`src/rtl/urr_cfg.svh`:
```
// register offsets, field positions, reset values and sizes of the endpoint request router
`ifndef URR_CFG_SVH
`define URR_CFG_SVH
`define URR_OFS_ROUTE_SEL     12'h000
`define URR_OFS_MONITOR       12'h004
`define URR_OFS_IRQ_STATUS    12'h008
`define URR_OFS_IRQ_ENABLE    12'h00C
`define URR_OFS_IRQ_CLEAR     12'h010
`define URR_ROUTE_SEL_RESET   32'h0000_0000
`define URR_IRQ_ENABLE_RESET  5'h00
`define URR_BIT_EP_ONE        0
`define URR_BIT_EP_TWO        1
`define URR_BIT_EP_THREE      2
`define URR_BIT_EP_FOUR       3
`define URR_BIT_EP_FIVE       4
`define URR_NUM_SRC           5
`define URR_SYNC_STAGES       3
`endif

```
`src/rtl/urr_pkg.sv`:
```
// types shared by the endpoint request router files
package urr_pkg;
  typedef logic [4:0]  urr_src_vec_t;
  typedef logic [31:0] urr_word_t;
  typedef enum logic [1:0] {
    URR_APB_IDLE   = 2'b00,
    URR_APB_SETUP  = 2'b01,
    URR_APB_ACCESS = 2'b10
  } urr_apb_phase_t;
endpackage

```
`src/rtl/urr_sync.sv`:
```
// three-stage synchroniser for the endpoint request inputs
`timescale 1ns/100ps
`include "urr_cfg.svh"
module urr_sync #(
  parameter int WIDTH = 5
) (
  input  wire logic             pclk,
  input  wire logic             presetn,
  input  wire logic [WIDTH-1:0] async_in,
  output logic      [WIDTH-1:0] sync_out
);
  logic [WIDTH-1:0] stage1_reg;
  logic [WIDTH-1:0] stage2_reg;
  logic [WIDTH-1:0] stage3_reg;
  logic [WIDTH-1:0] held_reg;
  logic [WIDTH-1:0] agree;

  // a change counts only once stages two and three agree
  assign agree = ~(stage2_reg ^ stage3_reg);

  // stage one is read by stage two alone, to keep metastability contained
  always_ff @(posedge pclk or negedge presetn) begin
    if (!presetn) begin
      stage1_reg <= '0;
      stage2_reg <= '0;
      stage3_reg <= '0;
      held_reg   <= '0;
    end else begin
      stage1_reg <= async_in;
      stage2_reg <= stage1_reg;
      stage3_reg <= stage2_reg;
      held_reg   <= (agree & stage3_reg) | (~agree & held_reg);
    end
  end

  assign sync_out = held_reg;
endmodule

```
`src/rtl/urr_route.sv`:
```
// per-source router between the cpu interrupt path and the dma request path
`timescale 1ns/100ps
`include "urr_cfg.svh"
module urr_route #(
  parameter int WIDTH = 5
) (
  input  wire logic [WIDTH-1:0] endpoint_data_request,
  input  wire logic [WIDTH-1:0] route_sel,
  output logic      [WIDTH-1:0] cpu_req,
  output logic      [WIDTH-1:0] dma_req
);
  // a source reaches exactly one side; the other sees zero
  assign cpu_req = endpoint_data_request & ~route_sel;
  // only sources selected for dma can start a hardware transfer
  assign dma_req = endpoint_data_request & route_sel;
endmodule

```
`src/rtl/urr_router.sv`:
```
// top of the usb endpoint data request router with its apb register file
// Behaviour
// - bit 4 sends endpoint five request to cpu at 0, to dma at 1
// - bit 3 sends endpoint four request to cpu at 0, to dma at 1
// - bit 2 sends endpoint three request to cpu at 0, to dma at 1
// - bit 1 sends endpoint two request to cpu at 0, to dma at 1
// - bit 0 sends endpoint one request to cpu at 0, to dma at 1
// - a dma-routed source reads zero in the vector monitor register
// - only dma-routed sources may start hardware dma transfers
`timescale 1ns/100ps
`include "urr_cfg.svh"
module urr_router #(
  parameter int NUM_SRC = `URR_NUM_SRC
) (
  input  wire logic               pclk,
  input  wire logic               presetn,
  input  wire logic               psel,
  input  wire logic               penable,
  input  wire logic               pwrite,
  input  wire logic [11:0]        paddr,
  input  wire logic [31:0]        pwdata,
  output logic      [31:0]        prdata,
  output logic                    pready,
  output logic                    pslverr,
  input  wire logic [NUM_SRC-1:0] endpoint_data_request,
  output logic      [NUM_SRC-1:0] cpu_irq_req,
  output logic      [NUM_SRC-1:0] dma_xfer_req,
  output logic                    irq
);
  logic [NUM_SRC-1:0] dma_request_route_select_reg;
  logic [NUM_SRC-1:0] irq_status_reg;
  logic [NUM_SRC-1:0] irq_status_next;
  logic [NUM_SRC-1:0] irq_enable_reg;
  logic [NUM_SRC-1:0] req_sync;
  logic [NUM_SRC-1:0] req_prev_reg;
  logic [NUM_SRC-1:0] cpu_comb;
  logic [NUM_SRC-1:0] dma_comb;
  logic [NUM_SRC-1:0] clear_mask;
  logic [31:0]        prdata_next;
  logic               pslverr_next;
  logic               setup_phase;
  logic               hit_route;
  logic               hit_monitor;
  logic               hit_status;
  logic               hit_enable;
  logic               hit_clear;
  logic               hit_any;
  logic               wr_route;
  logic               wr_enable;
  logic               wr_clear;
  urr_pkg::urr_apb_phase_t apb_phase;
  urr_pkg::urr_apb_phase_t apb_phase_reg;

  // reset word of the routing register, cut to the sources that exist
  localparam logic [31:0] ROUTE_RESET_WORD = `URR_ROUTE_SEL_RESET;

  // one register word matches when the byte address equals its offset
  function automatic logic urr_hit(input logic [11:0] addr, input logic [11:0] ofs);
    return (addr == ofs);
  endfunction

  // a write lands only at the edge that ends an answered access phase
  function automatic logic urr_commit(input logic sel, input logic en, input logic rdy, input logic wr,
                                      input logic hit);
    return sel & en & rdy & wr & hit;
  endfunction

  // pins from the usb function block come from outside this clock domain
  urr_sync #(
    .WIDTH    (NUM_SRC)
  ) u_sync (
    .pclk     (pclk),
    .presetn  (presetn),
    .async_in (endpoint_data_request),
    .sync_out (req_sync)
  );

  // steer each synchronised request to one side only
  urr_route #(
    .WIDTH                 (NUM_SRC)
  ) u_route (
    .endpoint_data_request (req_sync),
    .route_sel             (dma_request_route_select_reg),
    .cpu_req               (cpu_comb),
    .dma_req               (dma_comb)
  );

  // bus phase of this cycle as the slave sees it; enable without select counts as idle
  always_comb begin
    apb_phase = urr_pkg::URR_APB_IDLE;
    case ({psel, penable})
      2'b10: begin
        apb_phase = urr_pkg::URR_APB_SETUP;
      end
      2'b11: begin
        apb_phase = urr_pkg::URR_APB_ACCESS;
      end
      default: begin
        apb_phase = urr_pkg::URR_APB_IDLE;
      end
    endcase
  end

  // zero-wait slave: setup cycle decides, access cycle completes at once
  assign setup_phase = (apb_phase == urr_pkg::URR_APB_SETUP);
  assign hit_route   = urr_hit(paddr, `URR_OFS_ROUTE_SEL);
  assign hit_monitor = urr_hit(paddr, `URR_OFS_MONITOR);
  assign hit_status  = urr_hit(paddr, `URR_OFS_IRQ_STATUS);
  assign hit_enable  = urr_hit(paddr, `URR_OFS_IRQ_ENABLE);
  assign hit_clear   = urr_hit(paddr, `URR_OFS_IRQ_CLEAR);
  assign hit_any     = hit_route | hit_monitor | hit_status | hit_enable | hit_clear;

  // writes take effect at the edge that ends the access phase
  assign wr_route  = urr_commit(psel, penable, pready, pwrite, hit_route);
  assign wr_enable = urr_commit(psel, penable, pready, pwrite, hit_enable);
  assign wr_clear  = urr_commit(psel, penable, pready, pwrite, hit_clear);

  // read mux; monitor bits of dma-routed sources read zero
  always_comb begin
    prdata_next = 32'h0000_0000;
    if (hit_route) begin
      prdata_next[NUM_SRC-1:0] = dma_request_route_select_reg;
    end else if (hit_monitor) begin
      prdata_next[NUM_SRC-1:0] = req_sync & ~dma_request_route_select_reg;
    end else if (hit_status) begin
      prdata_next[NUM_SRC-1:0] = irq_status_reg;
    end else if (hit_enable) begin
      prdata_next[NUM_SRC-1:0] = irq_enable_reg;
    end
  end

  // unmapped addresses and writes to read-only words answer with an error
  assign pslverr_next = ~hit_any | (pwrite & (hit_monitor | hit_status));

  // a rising cpu-side request is the event; set wins over a same-cycle clear
  assign clear_mask      = wr_clear ? pwdata[NUM_SRC-1:0] : '0;
  assign irq_status_next = (irq_status_reg & ~clear_mask) | (cpu_comb & ~req_prev_reg);

  // apb response registers; the last phase is kept so an answer can be matched to its setup
  always_ff @(posedge pclk or negedge presetn) begin
    if (!presetn) begin
      apb_phase_reg <= urr_pkg::URR_APB_IDLE;
      pready  <= 1'b0;
      pslverr <= 1'b0;
      prdata  <= 32'h0000_0000;
    end else begin
      apb_phase_reg <= apb_phase;
      pready  <= setup_phase;
      pslverr <= setup_phase & pslverr_next;
      prdata  <= (setup_phase & ~pwrite) ? prdata_next : 32'h0000_0000;
    end
  end

  // routing selection; software must first quiet the peripherals
  always_ff @(posedge pclk or negedge presetn) begin
    if (!presetn) begin
      dma_request_route_select_reg <= ROUTE_RESET_WORD[NUM_SRC-1:0];
    end else if (wr_route) begin
      dma_request_route_select_reg <= pwdata[NUM_SRC-1:0];
    end
  end

  // interrupt enable and sticky status
  always_ff @(posedge pclk or negedge presetn) begin
    if (!presetn) begin
      irq_enable_reg <= `URR_IRQ_ENABLE_RESET;
      irq_status_reg <= '0;
      req_prev_reg   <= '0;
    end else begin
      if (wr_enable) begin
        irq_enable_reg <= pwdata[NUM_SRC-1:0];
      end
      irq_status_reg <= irq_status_next;
      req_prev_reg   <= cpu_comb;
    end
  end

  // registered outputs toward cpu interrupt and dma controllers
  always_ff @(posedge pclk or negedge presetn) begin
    if (!presetn) begin
      cpu_irq_req  <= '0;
      dma_xfer_req <= '0;
      irq          <= 1'b0;
    end else begin
      cpu_irq_req  <= cpu_comb;
      dma_xfer_req <= dma_comb;
      irq          <= |(irq_status_next & irq_enable_reg);
    end
  end

  a_out_exclusive: assert property (@(posedge pclk) disable iff (!presetn)
    (cpu_irq_req & dma_xfer_req) == '0)
    else $error("cpu and dma requests active together");

  a_dma_only_selected: assert property (@(posedge pclk) disable iff (!presetn)
    (dma_xfer_req & ~$past(dma_request_route_select_reg)) == '0)
    else $error("dma request from a source not routed to dma");

  a_cpu_ep5_route: assert property (@(posedge pclk) disable iff (!presetn)
    (req_sync[`URR_BIT_EP_FIVE] && !dma_request_route_select_reg[`URR_BIT_EP_FIVE])
    |=> cpu_irq_req[`URR_BIT_EP_FIVE])
    else $error("endpoint five request not delivered to cpu");

  a_dma_ep4_route: assert property (@(posedge pclk) disable iff (!presetn)
    (req_sync[`URR_BIT_EP_FOUR] && dma_request_route_select_reg[`URR_BIT_EP_FOUR])
    |=> dma_xfer_req[`URR_BIT_EP_FOUR] && !cpu_irq_req[`URR_BIT_EP_FOUR])
    else $error("endpoint four request not delivered to dma");

  a_dma_ep3_route: assert property (@(posedge pclk) disable iff (!presetn)
    (req_sync[`URR_BIT_EP_THREE] && dma_request_route_select_reg[`URR_BIT_EP_THREE])
    |=> dma_xfer_req[`URR_BIT_EP_THREE])
    else $error("endpoint three request not delivered to dma");

  a_cpu_ep2_route: assert property (@(posedge pclk) disable iff (!presetn)
    (req_sync[`URR_BIT_EP_TWO] && !dma_request_route_select_reg[`URR_BIT_EP_TWO])
    |=> cpu_irq_req[`URR_BIT_EP_TWO] && !dma_xfer_req[`URR_BIT_EP_TWO])
    else $error("endpoint two request not delivered to cpu");

  a_idle_ep1_quiet: assert property (@(posedge pclk) disable iff (!presetn)
    !req_sync[`URR_BIT_EP_ONE] |=> !cpu_irq_req[`URR_BIT_EP_ONE] && !dma_xfer_req[`URR_BIT_EP_ONE])
    else $error("endpoint one output without request");

  a_monitor_masked: assert property (@(posedge pclk) disable iff (!presetn)
    (psel && !penable && !pwrite && hit_monitor)
    |=> (prdata[NUM_SRC-1:0] & $past(dma_request_route_select_reg)) == '0)
    else $error("monitor shows a dma-routed source");

  a_apb_one_wait: assert property (@(posedge pclk) disable iff (!presetn)
    (psel && !penable) |=> pready)
    else $error("apb access not answered in one cycle");

  // routing from the opposite setting of selection bits 4 to 1, and both settings of bit 0
  a_dma_ep5_route: assert property (@(posedge pclk) disable iff (!presetn)
    (req_sync[`URR_BIT_EP_FIVE] && dma_request_route_select_reg[`URR_BIT_EP_FIVE])
    |=> dma_xfer_req[`URR_BIT_EP_FIVE] && !cpu_irq_req[`URR_BIT_EP_FIVE])
    else $error("endpoint five request not delivered to dma");

  a_cpu_ep4_route: assert property (@(posedge pclk) disable iff (!presetn)
    (req_sync[`URR_BIT_EP_FOUR] && !dma_request_route_select_reg[`URR_BIT_EP_FOUR])
    |=> cpu_irq_req[`URR_BIT_EP_FOUR] && !dma_xfer_req[`URR_BIT_EP_FOUR])
    else $error("endpoint four request not delivered to cpu");

  a_cpu_ep3_route: assert property (@(posedge pclk) disable iff (!presetn)
    (req_sync[`URR_BIT_EP_THREE] && !dma_request_route_select_reg[`URR_BIT_EP_THREE])
    |=> cpu_irq_req[`URR_BIT_EP_THREE] && !dma_xfer_req[`URR_BIT_EP_THREE])
    else $error("endpoint three request not delivered to cpu");

  a_dma_ep2_route: assert property (@(posedge pclk) disable iff (!presetn)
    (req_sync[`URR_BIT_EP_TWO] && dma_request_route_select_reg[`URR_BIT_EP_TWO])
    |=> dma_xfer_req[`URR_BIT_EP_TWO] && !cpu_irq_req[`URR_BIT_EP_TWO])
    else $error("endpoint two request not delivered to dma");

  a_cpu_ep1_route: assert property (@(posedge pclk) disable iff (!presetn)
    (req_sync[`URR_BIT_EP_ONE] && !dma_request_route_select_reg[`URR_BIT_EP_ONE])
    |=> cpu_irq_req[`URR_BIT_EP_ONE] && !dma_xfer_req[`URR_BIT_EP_ONE])
    else $error("endpoint one request not delivered to cpu");

  a_dma_ep1_route: assert property (@(posedge pclk) disable iff (!presetn)
    (req_sync[`URR_BIT_EP_ONE] && dma_request_route_select_reg[`URR_BIT_EP_ONE])
    |=> dma_xfer_req[`URR_BIT_EP_ONE] && !cpu_irq_req[`URR_BIT_EP_ONE])
    else $error("endpoint one request not delivered to dma");

  // no dma request may rise without a synchronised request behind it, and no cpu request from a dma-routed source
  a_dma_needs_request: assert property (@(posedge pclk) disable iff (!presetn)
    (dma_xfer_req & ~$past(req_sync)) == '0)
    else $error("dma request without a source request");

  a_cpu_not_routed: assert property (@(posedge pclk) disable iff (!presetn)
    (cpu_irq_req & $past(dma_request_route_select_reg)) == '0)
    else $error("cpu request from a dma-routed source");

  // a rising request must survive a clear written in the same cycle
  a_status_set_wins: assert property (@(posedge pclk) disable iff (!presetn)
    (irq_status_reg & $past(cpu_comb) & ~$past(req_prev_reg)) == ($past(cpu_comb) & ~$past(req_prev_reg)))
    else $error("status event lost");

  a_irq_level: assert property (@(posedge pclk) disable iff (!presetn)
    irq == |(irq_status_reg & $past(irq_enable_reg)))
    else $error("interrupt line does not follow enabled status");

  // bus answer shape
  a_err_with_ready: assert property (@(posedge pclk) disable iff (!presetn)
    pslverr |-> pready)
    else $error("error response outside an access phase");

  a_rdata_idle_zero: assert property (@(posedge pclk) disable iff (!presetn)
    !pready |-> prdata == 32'h0000_0000)
    else $error("read data driven outside an access phase");

  a_clear_reads_zero: assert property (@(posedge pclk) disable iff (!presetn)
    (psel && !penable && !pwrite && hit_clear) |=> prdata == 32'h0000_0000 && !pslverr)
    else $error("clear word read is not a quiet zero");

  a_ready_after_setup: assert property (@(posedge pclk) disable iff (!presetn)
    pready == (apb_phase_reg == urr_pkg::URR_APB_SETUP))
    else $error("bus answer not tied to a setup cycle");

  // the routing word moves only by a landed write
  a_route_write_lands: assert property (@(posedge pclk) disable iff (!presetn)
    wr_route |=> dma_request_route_select_reg == NUM_SRC'($past(pwdata)))
    else $error("routing write did not land");

  a_route_holds: assert property (@(posedge pclk) disable iff (!presetn)
    !wr_route |=> $stable(dma_request_route_select_reg))
    else $error("routing changed without a write");
endmodule

```
`config.mk`:
```
export PLATFORM = sky130hd
export DESIGN_NAME = urr_router
export DESIGN_NICKNAME = d
export VERILOG_FILES = /design/src/rtl/urr_pkg.sv /design/src/rtl/urr_sync.sv /design/src/rtl/urr_route.sv /design/src/rtl/urr_router.sv
export VERILOG_INCLUDE_DIRS = /design/src /design/src/rtl
export SDC_FILE = /design/constraint.sdc
export NUM_CORES = 1
export LEC_CHECK = 0
export BUFFER_PORTS_ARGS = -buffer_cell sky130_fd_sc_hd__buf_4
export CORE_ASPECT_RATIO = 1.75
export CORE_MARGIN = 2
export CORE_UTILIZATION = 47
export DETAILED_ROUTE_END_ITERATION = 10
export PLACE_DENSITY_LB_ADDON = 0.2
export RECOVER_POWER = 100
export SETUP_SLACK_MARGIN = 0.02
export SYNTH_ARGS = -nofsm -noshare
export SYNTH_HDL_FRONTEND = slang
export SYNTH_SLANG_ARGS = --single-unit
```
`constraint.sdc`:
```
create_clock -name pclk -period 1.8 [get_ports pclk]
set_input_delay 0.36 -clock pclk [delete_from_list [all_inputs] [get_ports pclk]]
set_output_delay 0.36 -clock pclk [all_outputs]
set_load 0.005 [all_outputs]
```
==> results by stage, run 1 <==
Run status:
- The flow ran to the end, and the final reports show no timing, DRC or antenna violations.

Pwr:
- For this design the ratio of total power to cell area is approximately 800 nW/um2.
- The peak supply drop is approximately 0.58 mV.
- The leakage power figure is ~0.0014 uW.
- Overall power consumption after layout is estimated at between 2000 and 2500 uW.

Final layout:
- The post-route netlist has 31.9% of its cells at a drive strength greater than 1.
- After the last flow step, the layout net total stands at around 290.
- The sequential cells in the finished layout cover a total of 1330 um2.
- The multi-input combinational cell area is 778 um2.
- 0 antenna diodes ended up in the layout.
- In the layout the commonest cells are sky130_fd_sc_hd__dfrtp_1, sky130_fd_sc_hd__buf_4, sky130_fd_sc_hd__conb_1, sky130_fd_sc_hd__clkbuf_4.
- The non-filler instance count after layout is 284.
- The library cell used most frequently in the layout, excluding fill and tap cells, is sky130_fd_sc_hd__dfrtp_1.
- Counting the fill cells in the layout gives 411.
- The area growth from synthesis to layout is 19.3%.

Yosys:
- In this run the mean area of a mapped cell was 12.9 um2.
- The sequential area share after synthesis is between 50% and 60%.
- The total standard cell area after synthesis is roughly 2300 um2.
- The flip-flop and latch count after synthesis is 53.
- The number of warning messages in the yosys log is 0.
- The synthesized netlist cell count is between 150 and 200.
- In this run, synthesis inferred 0 flip-flops with an integrated enable.
- The proportion of synthesized flip-flops having asynchronous set or reset is 100%.
- For this run, the leading register cell type out of synthesis is sky130_fd_sc_hd__dfrtp_1.
- The number of different library cells used by synthesis comes to 34.

Clock network:
- The clock passes through at most 2 buffers.
- Clock tree synthesis inserted a total of 5 buffers.
- The clock tree synthesis step divided the H-tree into 2 levels.
- The worst-skew pair later-pin latency is around 300 ps.
- TritonCTS built the clock tree.
- For this design, the sink count on the clock tree is 53.
- The CTS clock-pin slew for the worst setup and hold paths is around 90 ps.
- The root buffer cell is sky130_fd_sc_hd__clkbuf_8.

Critical path:
- The type of the worst setup path is in2reg.
- Setup slack on the worst reg-to-reg path comes out at 170 ps.
- At the worst endpoint, the required time is ~2000 ps.
- The number of cell instances on the worst register-to-register path is 4.
- The worst reg2reg path endpoint is irq_enable_reg[1]$_DFFE_PN0P_.
- The highest fanout seen on the critical path is 5.
- The worst register-to-register path begins at pready$_DFF_PN0_.
- For the worst setup path, the data arrival time is between 1500 and 2000 ps.
- The type of origin of the critical path is a primary input.
- STA classifies the critical path endpoint as a register.

Timing:
- At the pin with the least slew margin, the transition time is between 1000 and 1500 ps.
- The tightest slew margin relative to the limit is between 10% and 20%.
- Setup violations remaining at the end of the flow were counted as 0.
- The summed negative setup slack over all endpoints is 0 ps.
- Clock skew on the completed layout was measured at ~4.8 ps.
- Derived from the worst setup path, the maximum achievable clock frequency is 578 MHz.
- The final critical-path setup slack is approximately 71 ps.
- Setup repair after global routing left no endpoint under its margin.
- The final number of hold-violating endpoints is 0.
- The number of max-slew violations in the final report is 0.
- In the finished design, the share of the clock period the worst path needs comes to between 90% and 100%.
- The final critical-path required period is around 1700 ps.

Worst hold path:
- In this run the worst hold path is classified as in2reg.
- The startpoint identified for the worst hold timing path is endpoint_data_request[1].
- The cell depth of the worst min-delay path is 1.
- The worst hold path terminates at u_sync.stage1_reg[1]$_DFF_PN0_.

Global routing:
- The global-route wire length before repair is ~6.3 mm.
- The number of antenna violations at the first check in global routing is 0.
- The largest net degree at the start of global routing is 54.
- The via count of the first global-routing pass is around 1300.
- Global routing finished with a remaining overflow of 0.
- The combined global-route utilization of all metal layers is approximately 16%.

Die:
- The placement row count is 33.
- Pin placement for this block handled 99 I/O pins.
- The die covers between 5000 and 6000 um2.
- The floorplan step set the die width to approximately 56 um.
- The standard cell core area is 4670 um2.
- The initial utilization of the core area, before any placement, comes to between 40% and 50%.
- Measured along the y axis, the die boundary spans approximately 96 um.

Drt:
- The first detailed-routing pass ran for 4 iterations.
- The number of vias in the routed layout is around 1400.
- After the first detailed-routing iteration, the DRC count stood at 22.
- The mean number of vias per cell is just under 5.
- After detailed routing, the number of remaining DRC violations is 0.
- The routed length per placed instance is 14.1 um.
- In this run the remaining antenna-violating nets after routing total 0.
- The routed design has ~4 mm of wire.

Placed design:
- The number of cells after detailed placement is 275.
- Routability-driven placement finished with a final weighted congestion of 0.779.
- At the placement stage, the worst setup path has a slack of -310 ps.
- The HPWL reported at the end of detailed placement is 2.92 mm.
- During placement, the flow inserted port buffers numbering 44.

Run:
- The count of maximum capacitance violations is 0.
## per-stage QoR
stage / cell area, um2 / hold slack (ps) / utilization [%]
6_report: 2700 / 175 / 57.9
5_1_grt: 2700 / 150 / 57.9
4_1_cts: 2710 / 88.6 / 58.1
3_5_place_dp: 2600 / 338 / 55.8
3_3_place_gp: 2600 / 334 / 55.8
2_1_floorplan: 2370 / 64.4 / -
## critical path, stage by stage
cell	delay, ps
sky130_fd_sc_hd__clkbuf_1	100
sky130_fd_sc_hd__nor4_4	310
sky130_fd_sc_hd__nand3_2	130
sky130_fd_sc_hd__or4_1	540
sky130_fd_sc_hd__buf_4	190
sky130_fd_sc_hd__mux2_4	300
## final cells by class
type	instances	area share [%]
Sequential cell	53	49.1
Multi-Input combinational cell	109	28.8
Timing Repair Buffer	55	14.8
Clock buffer	7	3.57
Tap cell	52	2.41
Inverter	7	0.973
Clock inverter	1	0.324
## synthesized netlist by cell type (2+ instances only)
cell | instances | area, um2
sky130_fd_sc_hd__a21oi_1 | 3 | 15.0
sky130_fd_sc_hd__a22oi_1 | 3 | 22.5
sky130_fd_sc_hd__a31oi_1 | 3 | 18.8
sky130_fd_sc_hd__and2_1 | 5 | 31.3
sky130_fd_sc_hd__buf_4 | 27 | 203
sky130_fd_sc_hd__buf_6 | 2 | 22.5
sky130_fd_sc_hd__clkbuf_1 | 3 | 11.3
sky130_fd_sc_hd__dfrtp_1 | 53 | 1330
sky130_fd_sc_hd__inv_1 | 7 | 26.3
sky130_fd_sc_hd__maj3_1 | 5 | 50.1
sky130_fd_sc_hd__mux2_4 | 10 | 150
sky130_fd_sc_hd__mux2i_1 | 5 | 50.1
sky130_fd_sc_hd__nand2_1 | 6 | 22.5
sky130_fd_sc_hd__nand2b_1 | 6 | 37.5
sky130_fd_sc_hd__nor2_1 | 4 | 15.0
sky130_fd_sc_hd__nor2b_1 | 7 | 43.8
sky130_fd_sc_hd__nor3b_1 | 3 | 22.5
sky130_fd_sc_hd__o2111a_1 | 3 | 33.8
sky130_fd_sc_hd__o211a_1 | 2 | 20.0
sky130_fd_sc_hd__o21ai_0 | 2 | 10.0
sky130_fd_sc_hd__o22ai_1 | 2 | 12.5
sky130_fd_sc_hd__or4_1 | 2 | 15.0
## cells by family after synthesis
family	share of synthesized area (%)
buffers and inverters	11.6
other	0.166
AND/OR/NAND/NOR	12.0
multiplexers	8.84
flip-flops	58.6
adder cells (fa/ha/maj)	2.21
AO/OA/AOI/OAI	6.58
## layer usage
layer | routed length [um] | global-route usage, % | part of all wire [%] | up-vias
met5 | 0 | 0 | 0 | -
met4 | 63 | 6.55 | 1.6 | 0
met3 | 129 | 3.76 | 3.2 | 6
met2 | 2250 | 27.4 | 56 | 28
met1 | 1560 | 18.3 | 39 | 709
li1 | - | - | - | 650
## timing repair
action / 4_1_cts / 5_1_grt
setup endpoints to repair: 0 / 11
resized for setup: 0 / 4
hold buffers: 0 / 0
setup buffers: 0 / 1
endpoints found under the hold margin: 0 / 0
## power breakdown
part	switching [uW]	internal, uW
Clock	369	355
Combinational	97.6	90.6
Sequential	22.8	1230
## worst max path at each step
stage	to	cells after the start	startpoint
after global routing	irq_enable_reg[1]$_DFFE_PN0P_	6	paddr[10]
after detailed placement	dma_request_route_select_reg[1]$_DFFE_PN0P_	6	paddr[7]
after global placement	dma_request_route_select_reg[2]$_DFFE_PN0P_	6	paddr[7]
after floorplan	dma_request_route_select_reg[0]$_DFFE_PN0P_	6	paddr[7]
final	irq_enable_reg[1]$_DFFE_PN0P_	6	paddr[10]
after CTS	dma_request_route_select_reg[3]$_DFFE_PN0P_	6	paddr[7]
(Power assumes the default switching activity.)
==> run 2, diff against run 1 <==
- SYNTH_HIERARCHICAL: unset -> 1
==> results by stage, run 2 <==
Critical path:
- The highest fanout seen on the critical path is 5 (unchanged).
- The worst setup path is launched from a primary input.
- The critical path required time is 2000 ps (about the same).
- The arrival time at the worst endpoint came to 2150 ps (+230 ps).
- The critical path is of the in2reg type.
- The element type at the critical path end is a register.

Die:
- The die height is 95.4 um (-0.37%).
- The die area was 5370 um2 (-0.73%).
- The placement row count is 33 (unchanged).
- The horizontal die dimension is 56.3 um (-0.36%).
- The effective utilization at floorplan is 48.6% (+0.054 points).
- The number of primary I/O pins is 99 (unchanged).
- The standard cell core area was 4620 um2 (-0.88%).

Timing:
- The tightest slew margin relative to the limit was 15.3% (-1.6 points).
- The final critical-path setup slack came to -145 ps (-216 ps).
- The final number of hold-violating endpoints was 0 (unchanged).
- The final setup violation count is 6 (+6).
- The final critical-path required period is 1940 ps (+216 ps).
- The fmax is 514 MHz (-11%).
- Setup repair after global routing could not meet its margin everywhere.
- The largest clock skew in the final design came to 9.64 ps (+4.82 ps).
- The actual slew at the worst max-slew pin is 1270 ps (+23.8 ps).
- The summed negative setup slack over all endpoints is -726 ps (-726 ps).
- The final critical-path share of the clock period is 108% (+12 points).
- The number of max-slew violations in the final report came to 0 (unchanged).

Final layout:
- In the layout the commonest cells are sky130_fd_sc_hd__dfrtp_1, sky130_fd_sc_hd__buf_4, sky130_fd_sc_hd__conb_1, sky130_fd_sc_hd__clkbuf_4, sky130_fd_sc_hd__nor2b_1.
- The count of antenna diodes in the layout is 0 (unchanged).
- The final-layout fill cell count is 401 (-2.4%).
- The leading cell type in the layout, fill and taps excluded is sky130_fd_sc_hd__dfrtp_1.
- The share of post-route cells with drive strength above 1 was 35.2% (+3.3 points).
- The area growth from synthesis to final layout is 23.1%.
- The number of nets in the final layout came to 297 (+4.2%).
- The non-filler instance count after layout is 296 (+4.2%).

Global routing:
- The met2 usage is 27.7% (+0.32 points).
- The combined global-route utilization of all metal layers came to 16.3% (+0.64 points).
- The largest net degree at the start of global routing is 54 (unchanged).
- The number of antenna violations at the first check in global routing is 0 (unchanged).
- The met3 layer usage reported by global route was 3.26% (-0.51 points).
- met2 is the most crowded layer.
- The global-route wire length before repair is 6.57 mm (+3.7%).
- The remaining global-route overflow was 0 (unchanged).
- The met1 track demand over resource in global routing is 19.2% (+0.89 points).
- The via count of the first global-routing pass is 1383 (+5.1%).

Clock network:
- The CTS clock-pin slew for the worst setup and hold paths came to 100 ps (about the same).
- TritonCTS built the clock tree.
- The worst-case clock buffer depth is 2 (unchanged).
- The CTS buffer count was 5 (unchanged).
- The worst-skew pair later-pin latency is 310 ps (about the same).
- The TritonCTS sink count is 53 (unchanged).
- The total number of H-tree levels is 2 (unchanged).
- The count of buffers added by post-CTS timing repair for setup is 0 (unchanged).
- The root buffer cell is sky130_fd_sc_hd__clkbuf_8.

Yosys:
- The number of synthesized flops with an enable pin is 0 (unchanged).
- The main flop type after synthesis is sky130_fd_sc_hd__dfrtp_1.
- The proportion of synthesized flip-flops having asynchronous set or reset came to 100% (unchanged).
- By area the synthesized netlist is led by sky130_fd_sc_hd__dfrtp_1, sky130_fd_sc_hd__buf_4, sky130_fd_sc_hd__mux2_4.
- The fraction of post-synthesis cell area in the top cell type by area is 59.1% (+0.46 points).
- The mean post-synth cell area is 12.6 um2 (-2.4%).
- The synthesized netlist cell count is 178 (+1.7%).
- The sequential area share after synthesis is 59.1% (+0.46 points).
- The number of warning messages in the yosys log is 6 (+6).
- The number of distinct library cell variants in the gate-level netlist after synthesis is 29 (-15%).
- The total standard cell area after synthesis is 2250 um2 (-0.77%).
- Of all cell types, the one taking the most synthesized area is sky130_fd_sc_hd__dfrtp_1.
- In the synthesized netlist, the cells that appear most often are sky130_fd_sc_hd__dfrtp_1, sky130_fd_sc_hd__buf_4, sky130_fd_sc_hd__nor2b_1.
- The most frequently used cell type in the post-synthesis netlist is sky130_fd_sc_hd__dfrtp_1.
- The flip-flop and latch count after synthesis is 53 (unchanged).

Drt:
- The routed length per placed instance is 14.3 um (+1.5%).
- The number of DRC markers in iteration 0 is 23 (+4.5%).
- The detailed-route DRC error count is 0 (unchanged).
- The post-detailed-route count of antenna-violating nets is 0 (unchanged).
- The routed wire length came to 4.23 mm (+5.8%).
- The number of vias in the routed layout is 1470 (+5.5%).
- The iteration count of the initial detailed-routing pass is 4 (unchanged).
- The mean number of vias per cell is 4.97 (+1.2%).

Run status:
- The flow ran to the end, but the final reports show violations.
- The final reports fail on negative setup slack.

Placed design:
- The final weighted congestion in routability-driven placement is 0.780 (+0.21%).
- The port buffer count was 44 (unchanged).
- The HPWL reported at the end of detailed placement is 3.09 mm (+5.9%).
- The number of cells after detailed placement is 288 (+4.7%).

Pwr:
- The total power came to 2140 uW (-1.4%).
- The peak supply drop is 0.714 mV (+24%).
- The leakage power figure was 0.00135 uW (-2.2%).
- The power per cell area was 772 nW/um2 (-3.7%).

Run:
- The count of maximum capacitance violations is 0 (unchanged).

Worst hold path:
- The type of the most critical hold path is in2reg.
[run 2: cell count changes in the layout (fill, tap and decap cells not counted), moves of 3 or more]
cell / delta
sky130_fd_sc_hd__nand2b_1: -6
sky130_fd_sc_hd__mux2_2: +5
sky130_fd_sc_hd__mux2i_1: -5
sky130_fd_sc_hd__nor2b_1: +5
sky130_fd_sc_hd__mux2_1: -4
sky130_fd_sc_hd__o21ai_1: +4
sky130_fd_sc_hd__a22oi_1: +3
sky130_fd_sc_hd__a31oi_1: -3
sky130_fd_sc_hd__buf_6: +3
sky130_fd_sc_hd__clkbuf_1: +3
sky130_fd_sc_hd__o2111a_1: -3
sky130_fd_sc_hd__o21ai_0: +3
sky130_fd_sc_hd__or3_1: +3
[run 2: area by class of cell]
cell class | instances | area [um2] | area share [%]
Clock buffer | 5 | 68.8 | 2.49
Tap cell | 52 | 65.1 | 2.35
Timing Repair Buffer | 61 | 448 | 16.2
Clock inverter | 3 | 26.3 | 0.950
Inverter | 5 | 18.8 | 0.679
Multi-Input combinational cell | 117 | 812 | 29.4
Sequential cell | 53 | 1330 | 48.0
[run 2: where the power goes]
part,internal (uW),switching [uW],total [uW]
logic,88.6,94.9,183
registers,1230,22.4,1250
clock network,283,415,698
total,1600,532,2140
[run 2: per-layer routing]
layer / share of wire (%) / vias up
met4: 2.2 / 0
li1: - / 686
met2: 54 / 49
met5: 0 / -
met3: 5.1 / 5
met1: 39 / 730
[run 2: metrics by stage]
stage,util (%),instance area (um2),worst slack (ps),hold WS [ps]
floorplan,-,2360,-415,64.4
global placement,57.5,2660,-587,332
detailed placement,57.5,2660,-608,335
CTS,60.1,2780,-156,87.0
global route,59.8,2770,-198,160
finish,59.8,2770,-145,174
[run 2: kinds of logic after synthesis]
logic type      Yosys count  synth area share, %
simple gates             46                 13.2
fa+ha+maj                 6                 2.95
flops                    53                 59.1
other cells               1                0.167
compound gates           28                 8.25
mux                      10                 5.85
buf+inv                  34                 10.5
[run 2: what timing repair did]
action | 4_1_cts | 5_1_grt
pin swaps | 2 | 1
hold buffers | 0 | 0
endpoints found under the setup margin | 10 | 12
gates resized for setup | 6 | 6
[run 2: path summary, 6_finish.rpt]
| path | from | end | slack (ps) | cells after the start |
|---|---|---|---|---|
| min in group asynchronous | presetn | pslverr$_DFF_PN0_ | 300 | 1 |
| max | paddr[10] | irq$_DFF_PN0_ | -140 | 7 |
| max reg2reg | pready$_DFF_PN0_ | irq$_DFF_PN0_ | 30 | 6 |
| min | endpoint_data_request[3] | u_sync/stage1_reg[3]$_DFF_PN0_ | 170 | 1 |
| min reg2reg | u_sync/stage1_reg[3]$_DFF_PN0_ | u_sync/stage2_reg[3]$_DFF_PN0_ | 350 | 0 |
| max in group asynchronous | presetn | u_sync/stage1_reg[3]$_DFF_PN0_ | 720 | 1 |
[run 2: critical path, stage by stage]
cell and delay, ps:
sky130_fd_sc_hd__buf_6 90, sky130_fd_sc_hd__or4_4 560, sky130_fd_sc_hd__nor4_4 270, sky130_fd_sc_hd__buf_4 180
sky130_fd_sc_hd__a21oi_2 50, sky130_fd_sc_hd__or3_1 360, sky130_fd_sc_hd__a221o_1 270
==> run 3, diff against run 2 <==
- CORE_MARGIN: 2 -> unset
- SETUP_SLACK_MARGIN: 0.02 -> unset
==> results by stage, run 3 (same netlist as run 2, synthesis figures left out) <==
Final layout:
- The count of antenna diodes in the layout was 0 (unchanged).
- The final cell area excluding filler cells came to 2760 um2 (about the same).
- The number of nets in the final layout is 298 (+0.34%).
- The area growth from synthesis to final layout is 23.0% (about the same).
- The leading cell type in the layout, fill and taps excluded is sky130_fd_sc_hd__dfrtp_1.
- The share of post-route cells with drive strength above 1 came to 32.7% (-2.6 points).
- The library cells used most frequently in the layout, excluding fill and tap cells, are sky130_fd_sc_hd__dfrtp_1, sky130_fd_sc_hd__buf_4, sky130_fd_sc_hd__conb_1, sky130_fd_sc_hd__clkbuf_4, sky130_fd_sc_hd__nor2b_1.
- The non-filler instance count after layout is 296 (unchanged).

Timing:
- The final critical-path required period is 1960 ps (+11.1 ps).
- The largest clock skew in the final design is 8.79 ps (-0.847 ps).
- The number of max-slew violations in the final report is 0 (unchanged).
- The actual slew at the worst max-slew pin came to 1270 ps (-0.252 ps).
- The tightest slew margin relative to the limit came to 15.3% (+0.017 points).
- The final critical-path setup slack is -156 ps (-11.1 ps).
- The final critical-path share of the clock period was 109% (+0.61 points).
- The final setup violation count is 6 (unchanged).
- The fmax is 511 MHz (-0.57%).
- Setup repair after global routing could not meet its margin everywhere.
- The final number of hold-violating endpoints is 0 (unchanged).

Run:
- The count of maximum capacitance violations came to 0 (unchanged).

Critical path:
- The critical path required time was 1990 ps (about the same).
- The arrival time at the worst endpoint was 2150 ps (about the same).
- The element type at the critical path end is a register.
- The type of origin of the critical path is a primary input.
- The type of the worst setup path is in2reg.
- The highest fanout seen on the critical path is 5 (unchanged).

Drt:
- The post-detailed-route count of antenna-violating nets is 0 (unchanged).
- The number of vias in the routed layout is 1439 (-2.1%).
- The iteration count of the initial detailed-routing pass is 4 (unchanged).
- The met2 wire length is 2.35 mm (+2.5%).
- The mean number of vias per cell is 4.86 (-2.1%).
- The highest layer touched by signal routing is met4.
- The met1 wire length was 1.64 mm (+0.67%).
- The routed length per placed instance is 14.4 um (+0.57%).
- The detailed-route DRC error count was 0 (unchanged).
- The detailed-routed wire length on met3 is 193 um (-9.8%).
- The number of DRC markers in iteration 0 is 25 (+8.7%).
- The routed wire length is 4.25 mm (+0.57%).

Placed design:
- The number of cells after detailed placement is 288 (unchanged).
- The port buffer count is 44 (unchanged).
- The final weighted congestion in routability-driven placement is 0.758 (-2.8%).
- The HPWL reported at the end of detailed placement is 3.15 mm (+1.8%).
- The placed standard-cell area came to 2670 um2 (+0.24%).

Clock network:
- The CTS buffer count came to 5 (unchanged).
- The worst-case clock buffer depth was 2 (unchanged).
- The CTS clock-pin slew for the worst setup and hold paths is 90 ps (about the same).
- The worst-skew pair later-pin latency is 300 ps (about the same).
- The number of buffers added to fix hold violations after cts is 0 (unchanged).
- TritonCTS built the clock tree.
- The count of buffers added by post-CTS timing repair for setup is 0 (unchanged).
- The TritonCTS sink count was 53 (unchanged).
- The root buffer cell chosen for the clock tree is sky130_fd_sc_hd__clkbuf_8.
- The total number of H-tree levels came to 2 (unchanged).

Die:
- The effective utilization at floorplan was 50.1% (+1.5 points).
- The horizontal die dimension is 54.3 um (-3.6%).
- The die height is 93.4 um (-2.1%).
- The die area is 5070 um2 (-5.6%).
- The number of primary I/O pins was 99 (unchanged).
- The standard cell core area is 4480 um2 (-3.0%).
- The placement row count is 32 (-3.0%).

Global routing:
- The via count of the first global-routing pass is 1502 (+8.6%).
- The number of antenna violations at the first check in global routing is 0 (unchanged).
- The global-route wire length before repair is 6.76 mm (+2.8%).
- The combined global-route utilization of all metal layers is 18.7% (+2.4 points).
- The remaining global-route overflow is 0 (unchanged).
- The largest net degree at the start of global routing was 54 (unchanged).

Pwr:
- The power per cell area is 807 nW/um2 (+4.4%).
- The leakage power figure is 0.00135 uW (+0.31%).
- The peak supply drop is 0.603 mV (-15%).

Run status:
- The checks that failed: negative setup slack.
- The run finished, with violations left.

Worst hold path:
- The min-delay analysis places its worst path in the category in2reg.
==> run 3: report_power, final <==
| part | switching (uW) | internal, uW |
|---|---|---|
| clock network | 371 | 418 |
| logic | 97.1 | 89.6 |
| registers | 21.6 | 1230 |
==> run 3: final cells by class <==
| type | instances | area (um2) |
|---|---|---|
| clock buffers | 6 | 72.6 |
| clock inverters | 2 | 38.8 |
| fillers | 390 | 1720 |
| inverters | 5 | 18.8 |
| multi-input cells | 117 | 798 |
| flip-flops and latches | 53 | 1330 |
| well taps | 51 | 63.8 |
| repair buffers | 62 | 444 |
==> run 3: metrics by stage <==
step / TNS [ps] / util (%) / power, uW / worst slack, ps / hold slack, ps
CTS: -606 / 62.3 / 2270 / -157 / 101
global route: -764 / 61.6 / 2320 / -222 / 164
finish: -616 / 61.6 / 2230 / -156 / 176
detailed placement: -6970 / 59.5 / 1470 / -624 / 341
global placement: -6810 / 59.5 / 1470 / -596 / 336
floorplan: -3620 / - / 1390 / -415 / 64.4
==> run 3: worst max-delay path, cell delays in order <==
cell,delay [ps]
sky130_fd_sc_hd__buf_6,90
sky130_fd_sc_hd__or4_4,560
sky130_fd_sc_hd__nor4_4,270
sky130_fd_sc_hd__buf_4,190
sky130_fd_sc_hd__a21oi_2,50
sky130_fd_sc_hd__or3_1,350
sky130_fd_sc_hd__a221o_1,270
==> run 3: what timing repair did <==
| action | CTS | global route |
|---|---|---|
| pin swaps | 2 | 0 |
| gates resized for setup | 4 | 3 |
| setup endpoints to repair | 9 | 8 |
==> run 3: metal layers <==
| layer | track usage, % | vias up |
|---|---|---|
| li1 | - | 690 |
| met1 | 21.2 | 695 |
| met2 | 32.9 | 48 |
| met3 | 3.90 | 6 |
| met4 | 6.41 | 0 |
| met5 | 0 | - |
==> run 3: worst paths after layout <==
| path | to | depth (start not counted) | from | slack, ps |
|---|---|---|---|---|
| max | irq$_DFF_PN0_ | 7 | paddr[7] | -160 |
| min reg2reg | u_sync/stage2_reg[4]$_DFF_PN0_ | 0 | u_sync/stage1_reg[4]$_DFF_PN0_ | 360 |
| min in group asynchronous | prdata[2]$_DFF_PN0_ | 1 | presetn | 310 |
| max reg2reg | irq$_DFF_PN0_ | 6 | pready$_DFF_PN0_ | 40 |
| max in group asynchronous | dma_request_route_select_reg[0]$_DFFE_PN0P_ | 1 | presetn | 710 |
| min | u_sync/stage1_reg[0]$_DFF_PN0_ | 1 | endpoint_data_request[0] | 180 |
